--- config.mk ---
export PLATFORM = sky130hd
export DESIGN_NAME = qspi_prog_host
export DESIGN_NICKNAME = d
export VERILOG_FILES = /design/src/rtl/qspi_host_pkg.sv /design/src/rtl/qspi_prog_host.sv /design/src/rtl/page_buffer.sv
export SDC_FILE = /design/constraint.sdc
export NUM_CORES = 2
export LEC_CHECK = 0
export BUFFER_PORTS_ARGS = -buffer_cell sky130_fd_sc_hd__buf_2
export CAP_MARGIN = 20
export CORE_AREA = 2 2 490 492
export DETAILED_ROUTE_END_ITERATION = 8
export DIE_AREA = 0 0 492 494
export PLACE_DENSITY = 0.63
export REMOVE_ABC_BUFFERS = 1
export SYNTH_ARGS = -nofsm -noshare
export SYNTH_HDL_FRONTEND = slang
export SYNTH_SLANG_ARGS = --single-unit
export TNS_END_PERCENT = 5
--- constraint.sdc ---
create_clock -name clk -period 3.95 [get_ports clk]
set_input_delay 0.79 -clock clk [delete_from_list [all_inputs] [get_ports clk]]
set_output_delay 0.79 -clock clk [all_outputs]
set_load 0.05 [all_outputs]
--- src/rtl/qspi_host_pkg.sv ---
// Constants, encodings and register map of the quad flash program/erase host
package qspi_host_pkg;

  // Timing, in ns, and derived clock counts (least times round up)
  localparam int CLK_NS        = 50;
  localparam int SCLK_HALF_NS  = 200;
  localparam int CS_GAP_NS     = 200;
  localparam int SCLK_HALF_CYC = (SCLK_HALF_NS + CLK_NS - 1) / CLK_NS;
  localparam int CS_GAP_CYC    = (CS_GAP_NS + CLK_NS - 1) / CLK_NS;

  // Flash opcodes: first of each pair follows the address mode, second is 4-byte
  localparam logic [7:0] OP_WRITE_ENABLE_CMD      = 8'h06;
  localparam logic [7:0] OP_RDSR      = 8'h05;
  localparam logic [7:0] OP_QPP       = 8'h32;
  localparam logic [7:0] OP_QPP_4B    = 8'h34;
  localparam logic [7:0] OP_EQPP      = 8'hc2;
  localparam logic [7:0] OP_EQPP_4B   = 8'h3e;
  localparam logic [7:0] OP_SE        = 8'h20;
  localparam logic [7:0] OP_SE_4B     = 8'h21;
  localparam logic [7:0] OP_ERASE_32K_CMD      = 8'h52;
  localparam logic [7:0] OP_ERASE_32K_CMD_4B   = 8'h5c;
  localparam logic [7:0] OP_ERASE_64K_CMD      = 8'hd8;
  localparam logic [7:0] OP_ERASE_64K_CMD_4B   = 8'hdc;

  // Flash status bits
  localparam int SR_WIP = 0;
  localparam int SR_WEL = 1;

  // Register byte offsets
  localparam logic [7:0] REG_CTRL   = 8'h00;
  localparam logic [7:0] REG_ADDR   = 8'h04;
  localparam logic [7:0] REG_LEN    = 8'h08;
  localparam logic [7:0] REG_STATUS = 8'h0c;
  localparam logic [7:0] REG_BUF    = 8'h10;

  // Field positions
  localparam int CTRL_START    = 0;
  localparam int CTRL_KIND_LSB = 1;
  localparam int CTRL_ADDR4    = 4;
  localparam int CTRL_DED4     = 5;
  localparam int BUF_IDX_LSB   = 8;

  localparam logic [1:0] RESP_OKAY   = 2'b00;
  localparam logic [1:0] RESP_SLVERR = 2'b10;

  // Pin drive patterns: IO2/IO3 held high as protect/hold in single-lane phases
  localparam logic [3:0] OE_SINGLE  = 4'hd;
  localparam logic [3:0] OE_QUAD    = 4'hf;
  localparam logic [1:0] IO_HOLD_HI = 2'h3;

  localparam logic [5:0] BITS_BYTE   = 6'h08;
  localparam logic [5:0] BITS_ADDR24 = 6'h18;
  localparam logic [5:0] BITS_ADDR32 = 6'h20;
  localparam logic [5:0] STEP_SINGLE = 6'h01;
  localparam logic [5:0] STEP_QUAD   = 6'h04;

  typedef enum logic [2:0] {
    KIND_QPP  = 3'b000,
    KIND_EQPP = 3'b001,
    KIND_SE   = 3'b010,
    KIND_ERASE_32K_CMD = 3'b011,
    KIND_ERASE_64K_CMD = 3'b100
  } kind_t;

  typedef enum logic [3:0] {
    S_IDLE     = 4'b0000,
    S_WRITE_ENABLE_CMD_OP  = 4'b0001,
    S_WRITE_ENABLE_CMD_GAP = 4'b0010,
    S_POLL_OP  = 4'b0011,
    S_POLL_RD  = 4'b0100,
    S_POLL_GAP = 4'b0101,
    S_CMD_OP   = 4'b0110,
    S_CMD_ADDR = 4'b0111,
    S_DNEXT    = 4'b1000,
    S_DLOAD    = 4'b1001,
    S_DATA     = 4'b1010,
    S_CMD_GAP  = 4'b1011
  } state_t;

endpackage

--- src/rtl/qspi_prog_host.sv ---
// Quad flash program/erase host: AXI4-Lite registers in, flash pins out
`timescale 1ns/10ps
module qspi_prog_host
  import qspi_host_pkg::*;
#(
  parameter logic [7:0] SCLK_HALF = 8'(qspi_host_pkg::SCLK_HALF_CYC),
  parameter logic [7:0] CS_GAP    = 8'(qspi_host_pkg::CS_GAP_CYC)
) (
  // Clock, reset, enable
  input  wire logic        clk,
  input  wire logic        reset,
  input  wire logic        ce,
  // AXI4-Lite write
  input  wire logic [7:0]  awaddr,
  input  wire logic        awvalid,
  output logic             awready,
  input  wire logic [31:0] wdata,
  input  wire logic [3:0]  wstrb,
  input  wire logic        wvalid,
  output logic             wready,
  output logic [1:0]       bresp,
  output logic             bvalid,
  input  wire logic        bready,
  // AXI4-Lite read
  input  wire logic [7:0]  araddr,
  input  wire logic        arvalid,
  output logic             arready,
  output logic [31:0]      rdata,
  output logic [1:0]       rresp,
  output logic             rvalid,
  input  wire logic        rready,
  // Flash pins
  output logic             flashCsN,
  output logic             flashSclk,
  input  wire logic [3:0]  ioIn,
  output logic [3:0]       ioOut,
  output logic [3:0]       ioOe
);
  import qspi_host_pkg::*;

  typedef struct packed {
    state_t      state;
    kind_t       kind;
    logic        addr4;
    logic        ded4;
    logic [31:0] addr;
    logic [7:0]  lenM1;
    logic        busy;
    logic        done;
    logic        welErr;
    logic        notExec;
    logic [7:0]  lastSr;
    logic        welCheck;
    logic [31:0] sh;
    logic [5:0]  bitsLeft;
    logic        quad;
    logic [7:0]  cnt;
    logic [7:0]  dataIdx;
    logic [3:0]  syncA;
    logic [3:0]  syncB;
    logic        csN;
    logic        sclk;
    logic [3:0]  ioOut;
    logic [3:0]  ioOe;
    logic        awready;
    logic        wready;
    logic        bvalid;
    logic [1:0]  bresp;
    logic        arready;
    logic        rvalid;
    logic [31:0] rdata;
    logic [1:0]  rresp;
    logic        bufWe;
    logic [7:0]  bufWAddr;
    logic [7:0]  bufWData;
  } st_t;

  st_t        st_q;
  st_t        st_d;
  logic [7:0] rdByte;
  logic       shifting;
  logic       last;
  logic [5:0] step;

  function automatic logic [7:0] opcodeFor(kind_t k, logic ded4);
    logic [7:0] op;
    op = OP_QPP;
    unique case (k)
      KIND_QPP:  op = ded4 ? OP_QPP_4B : OP_QPP;
      KIND_EQPP: op = ded4 ? OP_EQPP_4B : OP_EQPP;
      KIND_SE:   op = ded4 ? OP_SE_4B : OP_SE;
      KIND_ERASE_32K_CMD: op = ded4 ? OP_ERASE_32K_CMD_4B : OP_ERASE_32K_CMD;
      KIND_ERASE_64K_CMD: op = ded4 ? OP_ERASE_64K_CMD_4B : OP_ERASE_64K_CMD;
      default:   op = OP_QPP;
    endcase
    return op;
  endfunction

  function automatic logic kindValid(logic [2:0] k);
    return k <= KIND_ERASE_64K_CMD;
  endfunction

  function automatic logic [31:0] merge(logic [31:0] old, logic [31:0] nw, logic [3:0] strb);
    logic [31:0] r;
    r = old;
    for (int i = 0; i < 4; i++) begin
      if (strb[i]) begin
        r[8*i +: 8] = nw[8*i +: 8];
      end
    end
    return r;
  endfunction

  // Select low and shift out one opcode byte on the single lane
  function automatic st_t beginOp(st_t s, logic [7:0] op, state_t nxt);
    st_t r;
    r = s;
    r.state    = nxt;
    r.csN      = 1'b0;
    r.sclk     = 1'b0;
    r.sh       = {op, 24'h000000};
    r.bitsLeft = BITS_BYTE;
    r.quad     = 1'b0;
    r.cnt      = 8'h00;
    return r;
  endfunction

  // Deselect only after the last full byte, never mid-byte
  function automatic st_t enterGap(st_t s, state_t nxt);
    st_t r;
    r = s;
    r.state = nxt;
    r.csN   = 1'b1;
    r.sclk  = 1'b0;
    r.cnt   = 8'h00;
    r.ioOe  = 4'h0;
    return r;
  endfunction

  function automatic st_t finish(st_t s);
    st_t r;
    r = s;
    r.state = S_IDLE;
    r.busy  = 1'b0;
    r.done  = 1'b1;
    return r;
  endfunction

  page_buffer #(
    .DW(8),
    .AW(8)
  ) u_buf (
    .clk  (clk),
    .ce   (ce),
    .we   (st_q.bufWe),
    .wAddr(st_q.bufWAddr),
    .wData(st_q.bufWData),
    .rAddr(st_q.dataIdx),
    .rData(rdByte)
  );

  assign shifting = st_q.state inside {S_WRITE_ENABLE_CMD_OP, S_CMD_OP, S_CMD_ADDR, S_DATA,
                                       S_POLL_OP, S_POLL_RD};
  assign step     = st_q.quad ? STEP_QUAD : STEP_SINGLE;

  always_comb begin
    st_d       = st_q;
    last       = 1'b0;
    // Pin samples: first stage feeds only the second
    st_d.syncA = ioIn;
    st_d.syncB = st_q.syncA;
    st_d.bufWe = 1'b0;

    // AXI handshakes
    if (st_q.awready) begin
      st_d.awready = 1'b0;
      st_d.wready  = 1'b0;
    end
    if (st_q.bvalid && bready) begin
      st_d.bvalid = 1'b0;
    end
    if (st_q.arready) begin
      st_d.arready = 1'b0;
    end
    if (st_q.rvalid && rready) begin
      st_d.rvalid = 1'b0;
    end

    if (awvalid && wvalid && !st_q.bvalid && !st_q.awready) begin
      st_d.awready = 1'b1;
      st_d.wready  = 1'b1;
      st_d.bvalid  = 1'b1;
      st_d.bresp   = RESP_OKAY;
      case (awaddr)
        REG_CTRL: begin
          // Start ignored while busy or with an unknown kind
          if (wstrb[0] && wdata[CTRL_START] && !st_q.busy &&
              kindValid(wdata[CTRL_KIND_LSB +: 3])) begin
            st_d         = beginOp(st_d, OP_WRITE_ENABLE_CMD, S_WRITE_ENABLE_CMD_OP);
            st_d.kind    = kind_t'(wdata[CTRL_KIND_LSB +: 3]);
            st_d.addr4   = wdata[CTRL_ADDR4];
            st_d.ded4    = wdata[CTRL_DED4];
            st_d.busy    = 1'b1;
            st_d.done    = 1'b0;
            st_d.welErr  = 1'b0;
            st_d.notExec = 1'b0;
            st_d.dataIdx = 8'h00;
          end
        end
        REG_ADDR: begin
          if (!st_q.busy) begin
            st_d.addr = merge(st_q.addr, wdata, wstrb);
          end
        end
        REG_LEN: begin
          // Count minus one, so a frame never exceeds one page
          if (!st_q.busy && wstrb[0]) begin
            st_d.lenM1 = wdata[7:0];
          end
        end
        REG_BUF: begin
          if (!st_q.busy && wstrb[0] && wstrb[1]) begin
            st_d.bufWe    = 1'b1;
            st_d.bufWAddr = wdata[BUF_IDX_LSB +: 8];
            st_d.bufWData = wdata[7:0];
          end
        end
        REG_STATUS: begin
        end
        default: st_d.bresp = RESP_SLVERR;
      endcase
    end

    if (arvalid && !st_q.rvalid && !st_q.arready) begin
      st_d.arready = 1'b1;
      st_d.rvalid  = 1'b1;
      st_d.rresp   = RESP_OKAY;
      case (araddr)
        REG_CTRL:   st_d.rdata = {26'h0000000, st_q.ded4, st_q.addr4, st_q.kind, 1'b0};
        REG_ADDR:   st_d.rdata = st_q.addr;
        REG_LEN:    st_d.rdata = {24'h000000, st_q.lenM1};
        REG_STATUS: st_d.rdata = {16'h0000, st_q.lastSr, 4'h0, st_q.notExec,
                                  st_q.welErr, st_q.done, st_q.busy};
        REG_BUF:    st_d.rdata = 32'h00000000;
        default: begin
          st_d.rdata = 32'h00000000;
          st_d.rresp = RESP_SLVERR;
        end
      endcase
    end

    // Bit engine: drive on falling edge, device latches on rising, sample late
    if (shifting) begin
      if (st_q.cnt == 8'h00) begin
        st_d.sclk = 1'b0;
        if (st_q.quad) begin
          st_d.ioOut = st_q.sh[31:28];
          st_d.ioOe  = OE_QUAD;
        end else begin
          st_d.ioOut = {IO_HOLD_HI, 1'b0, st_q.sh[31]};
          st_d.ioOe  = OE_SINGLE;
        end
      end
      if (st_q.cnt == SCLK_HALF) begin
        st_d.sclk = 1'b1;
      end
      if (st_q.cnt == 8'(2 * SCLK_HALF - 8'h01)) begin
        st_d.cnt      = 8'h00;
        st_d.sh       = st_q.quad ? {st_q.sh[27:0], st_q.syncB} : {st_q.sh[30:0], st_q.syncB[1]};
        st_d.bitsLeft = st_q.bitsLeft - step;
        last          = (st_q.bitsLeft == step);
      end else begin
        st_d.cnt = st_q.cnt + 8'h01;
      end
    end

    unique case (st_q.state)
      S_IDLE: begin
      end
      S_WRITE_ENABLE_CMD_OP: begin
        if (last) begin
          st_d          = enterGap(st_d, S_WRITE_ENABLE_CMD_GAP);
          st_d.welCheck = 1'b1;
        end
      end
      S_WRITE_ENABLE_CMD_GAP, S_CMD_GAP, S_POLL_GAP: begin
        st_d.ioOe = 4'h0;
        if (st_q.cnt == CS_GAP - 8'h01) begin
          if (st_q.state == S_WRITE_ENABLE_CMD_GAP) begin
            st_d = beginOp(st_d, OP_RDSR, S_POLL_OP);
          end else if (st_q.state == S_CMD_GAP) begin
            st_d          = beginOp(st_d, OP_RDSR, S_POLL_OP);
            st_d.welCheck = 1'b0;
          end else if (st_q.welCheck) begin
            // Skip the command if the latch did not set
            if (!st_q.lastSr[SR_WEL]) begin
              st_d        = finish(st_d);
              st_d.welErr = 1'b1;
            end else begin
              st_d = beginOp(st_d, opcodeFor(st_q.kind, st_q.ded4), S_CMD_OP);
            end
          end else if (st_q.lastSr[SR_WIP]) begin
            st_d = beginOp(st_d, OP_RDSR, S_POLL_OP);
          end else begin
            // Latch still set after the cycle means the device refused it
            st_d         = finish(st_d);
            st_d.notExec = st_q.lastSr[SR_WEL];
          end
        end else begin
          st_d.cnt = st_q.cnt + 8'h01;
        end
      end
      S_POLL_OP: begin
        if (last) begin
          st_d.state    = S_POLL_RD;
          st_d.bitsLeft = BITS_BYTE;
          st_d.quad     = 1'b0;
        end
      end
      S_POLL_RD: begin
        if (last) begin
          st_d        = enterGap(st_d, S_POLL_GAP);
          st_d.lastSr = st_d.sh[7:0];
        end
      end
      S_CMD_OP: begin
        // Address goes out unmasked, all 32 bits in four-byte mode or with a dedicated opcode, else the low 24; the device picks sector or block from it
        if (last) begin
          st_d.state    = S_CMD_ADDR;
          st_d.sh       = (st_q.addr4 || st_q.ded4) ? st_q.addr
                                                    : {st_q.addr[23:0], 8'h00};
          st_d.bitsLeft = (st_q.addr4 || st_q.ded4) ? BITS_ADDR32 : BITS_ADDR24;
          st_d.quad     = (st_q.kind == KIND_EQPP);
        end
      end
      S_CMD_ADDR: begin
        if (last) begin
          if (st_q.kind == KIND_QPP || st_q.kind == KIND_EQPP) begin
            st_d.state = S_DNEXT;
          end else begin
            st_d = enterGap(st_d, S_CMD_GAP);
          end
        end
      end
      S_DNEXT: begin
        // One cycle for the buffer's registered read
        st_d.state = S_DLOAD;
        // Clock falls only here, so the last bit keeps a full high phase
        st_d.sclk  = 1'b0;
      end
      S_DLOAD: begin
        st_d.state    = S_DATA;
        st_d.sh       = {rdByte, 24'h000000};
        st_d.bitsLeft = BITS_BYTE;
        st_d.quad     = 1'b1;
        st_d.cnt      = 8'h00;
      end
      S_DATA: begin
        if (last) begin
          if (st_q.dataIdx == st_q.lenM1) begin
            st_d = enterGap(st_d, S_CMD_GAP);
          end else begin
            st_d.dataIdx = st_q.dataIdx + 8'h01;
            st_d.state   = S_DNEXT;
          end
        end
      end
    endcase
  end

  always_ff @(posedge clk) begin
    if (reset) begin
      st_q     <= '0;
      st_q.csN <= 1'b1;
    end else if (ce) begin
      st_q <= st_d;
    end
  end

  assign awready   = st_q.awready;
  assign wready    = st_q.wready;
  assign bvalid    = st_q.bvalid;
  assign bresp     = st_q.bresp;
  assign arready   = st_q.arready;
  assign rvalid    = st_q.rvalid;
  assign rdata     = st_q.rdata;
  assign rresp     = st_q.rresp;
  assign flashCsN  = st_q.csN;
  assign flashSclk = st_q.sclk;
  assign ioOut     = st_q.ioOut;
  assign ioOe      = st_q.ioOe;

endmodule

--- src/rtl/page_buffer.sv ---
// Page data buffer with registered read port
`timescale 1ns/10ps
module page_buffer #(
  parameter int DW = 8,
  parameter int AW = 8
) (
  // Clocking
  input  wire logic          clk,
  input  wire logic          ce,
  // Write port
  input  wire logic          we,
  input  wire logic [AW-1:0] wAddr,
  input  wire logic [DW-1:0] wData,
  // Read port
  input  wire logic [AW-1:0] rAddr,
  output logic      [DW-1:0] rData
);

  logic [DW-1:0] mem [2**AW];

  always_ff @(posedge clk) begin
    if (ce) begin
      if (we) begin
        mem[wAddr] <= wData;
      end
      rData <= mem[rAddr];
    end
  end

endmodule

==> flow_summary.yaml <==
sta:
  min_period_ns: 3.635
  finalSetupViolCount: 0
  min_period_over_period_pct: 92.03
  relSlewSlack_pct: 30.02
  rsz0062_at_grt: "no"
  max_freq_ghz: 0.2751
  drv_slew: 0
  skew_ns: 0.03182
  tightest_slew_ns: 1.046
  final-hold-violation-count: 0
layout:
  layout-drive-gt1-share_pct: 22.78
  nets: 5390
  final_util_pct: 43.15
  design_area_um2: 102400
  area_delta_synth_final_pct: 13.69
drt:
  dr.pass1.iters: 6
  route.detailed.drc: 0
  via_per_inst: 5.693
  dr.first_iter.drc_count: 5976
  vias: 49330
  drtAntennaViolNets: 0
  wire_per_inst_um: 26.93
  routed_wl_um: 233300
yosys:
  synth.most_common_cell: "edfxtp_1"
  synth_cell_types: 95
  synth_area_per_cell_um2: 17.77
  yosys.area.top_type_share_pct: 68.51
  synth_warnings: 0
  yosys_most_used_dff: "edfxtp_1"
  yosysSeqAreaShare_pct: 72.76
  yosys.area.top_type: "edfxtp_1"
  netlist_area_um2: 90110
  synth_area_leaders: "edfxtp_1 (69%), mux4_2 (11%), dfxtp_1 (4.2%)"
  netlist_top_cells_count: "edfxtp_1 (2056), mux4_2 (448), nor2_1 (435)"
  synth_edf_count: 2056
  synthArstFlopShare_pct: 0
  synth_seq_cells: 2247
  synth_cells: 5071
cts:
  postCtsSetupBuffers: 0
  cts_tree: "yes"
  cts-hold-fix-buffers: 0
  clk_latency_ns: 0.87
  path_clk_slew_ns: 0.06
  cts-resized-gates: 0
  cts_buffer_depth: 3
  cts_buffers: 215
  htreeDepth: 4
  root_buffer: "clkbuf_16"
  cts_sinks: 2247
critical_path:
  critPathRequiredTime_ns: 4.53
  criticalPathCategory: "reg -> reg"
  cp-start-kind: "flop"
  cp_max_fo: 19
  arrival_ns: 4.21
  r2r_setup_slack_ns: 0.31
  worstSetupEndpointType: "flop"
min_path:
  hold_class: "in -> reg"
placed_design:
  placed_cell_area_um2: 95650
  gp_congestion: 0.8928
  dp_hpwl_um: 145200
  port_buffers: 112
floorplan:
  fp.dieH_um: 494
  die_area_um2: 243000
  coreArea_um2: 237400
  rows: 179
  io_pins: 115
  start_util_pct: 37.96
  die_x_um: 492
grt:
  grt_pass1_wl_um: 340500
  overflow: 0
  grt_pass1_vias: 49110
  grt_usage_pct: 18.79
  antenna_found_initial: 7
  grt_max_degree: 154
pwr:
  p_leak_nw: 26.46
  powerDensity_nw_per_um2: 450.3
  vdd_drop_max_mv: 0.4667
run:
  maxCapViolCount: 0
run_status:
  status: "finished clean"
==> flip-flops by register name, indices dropped and copies added, names as in the netlist <==
name / count
rdata: 32
arready: 1
bresp: 1
ioOe: 4
u_buf.mem: 2048
rvalid: 1
flashSclk: 1
st_q: 142
ioOut: 4
wready: 1
awready: 1
flashCsN: 1
u_buf.rData: 8
rresp: 1
bvalid: 1
==> metrics by stage <==
stage	setup slack [ns]	instances	hold WS (ns)	total power, W	TNS [ns]
3_3_place_gp	0.4103	8268	0.4366	0.02658	0
4_1_cts	0.3595	8663	0.1151	0.04640	0
3_5_place_dp	0.3747	8270	0.4475	0.02659	0
6_report	0.3148	8665	0.1714	0.04614	0
5_1_grt	0.2808	8664	0.1530	0.04733	0
2_1_floorplan	-21.52	4694	0.4226	0.02638	-1238.16
==> routing by layer <==
metal | global-route usage (%) | up-vias | wire length [um]
met5 | 0 | - | 39
met4 | 6.117 | 6 | 7368
met3 | 3.118 | 374 | 19350
met2 | 29.53 | 2376 | 109100
met1 | 26.71 | 25560 | 97520
li1 | - | 21010 | -
==> placed cells by master (no fill, tap or decap), types with 24 or more instances in the layout <==
| cell type | instances |
|---|---|
| edfxtp_1 | 2056 |
| mux4_2 | 448 |
| nor2_1 | 431 |
| buf_4 | 251 |
| nand2_1 | 218 |
| clkbuf_16 | 217 |
| mux2i_1 | 216 |
| dfxtp_1 | 177 |
| a21oi_1 | 151 |
| a22oi_1 | 126 |
| buf_2 | 110 |
| o21ai_0 | 87 |
| o22ai_1 | 71 |
| a22o_1 | 71 |
| clkbuf_1 | 62 |
| nand3_1 | 50 |
| a221oi_1 | 46 |
| buf_12 | 46 |
| clkinv_1 | 45 |
| nor3_1 | 39 |
| mux2_2 | 39 |
| a311oi_1 | 33 |
| o221ai_1 | 30 |
| and3_1 | 29 |
| clkinv_2 | 27 |
| nor2b_1 | 24 |
==> layout make-up <==
class	count	area [um^2]
tap	3167	3963
fill	20520	135000
antenna	2	5.005
clock buffer	281	5690
multi-input combinational	2425	22600
timing repair buffer	409	3395
clock inverter	112	1104
sequential	2247	65610
inverter	22	82.58
==> worst paths after layout <==
kind | startpoint | end | cells after the start
setup / recovery | st_q[76] | u_buf.rData[0] | 9
hold / removal | ioIn[2] | st_q[74] | 3
setup reg to reg | st_q[76] | u_buf.rData[0] | 9
hold reg to reg | rdata[4] | rdata[4] | 2
==> critical path, cell delays in order, from the launching register on <==
cell and delay [ns]:
dfxtp_4 0.54, buf_12 0.24, buf_12 0.23, buf_4 0.22
mux4_2 0.50, a22o_1 0.24, a221oi_1 0.29, o22ai_1 0.22
nor3_1 0.71, nor4_1 0.09
==> cell families after synthesis <==
kind of cell    after synthesis  synth area share [%]
compound gates              764                 5.911
xor+xnor                     10               0.09720
fa+ha+maj                     7               0.09442
buf+inv                     400                 2.266
flops                      2247                 72.76
mux                         704                 14.10
other cells                   1              0.004162
simple gates                938                 4.774
==> where the power goes <==
| group | total, W | internal, W | switching, W | leakage [nW] |
|---|---|---|---|---|
| logic | 0.000449 | 0.000150 | 0.000298 | 7.44 |
| registers | 0.0256 | 0.0256 | 0.0000526 | 15.7 |
| clock network | 0.0200 | 0.0112 | 0.00884 | 3.28 |
| total | 0.0461 | 0.0369 | 0.00919 | 26.5 |
Power figures use the tool's default switching activity.
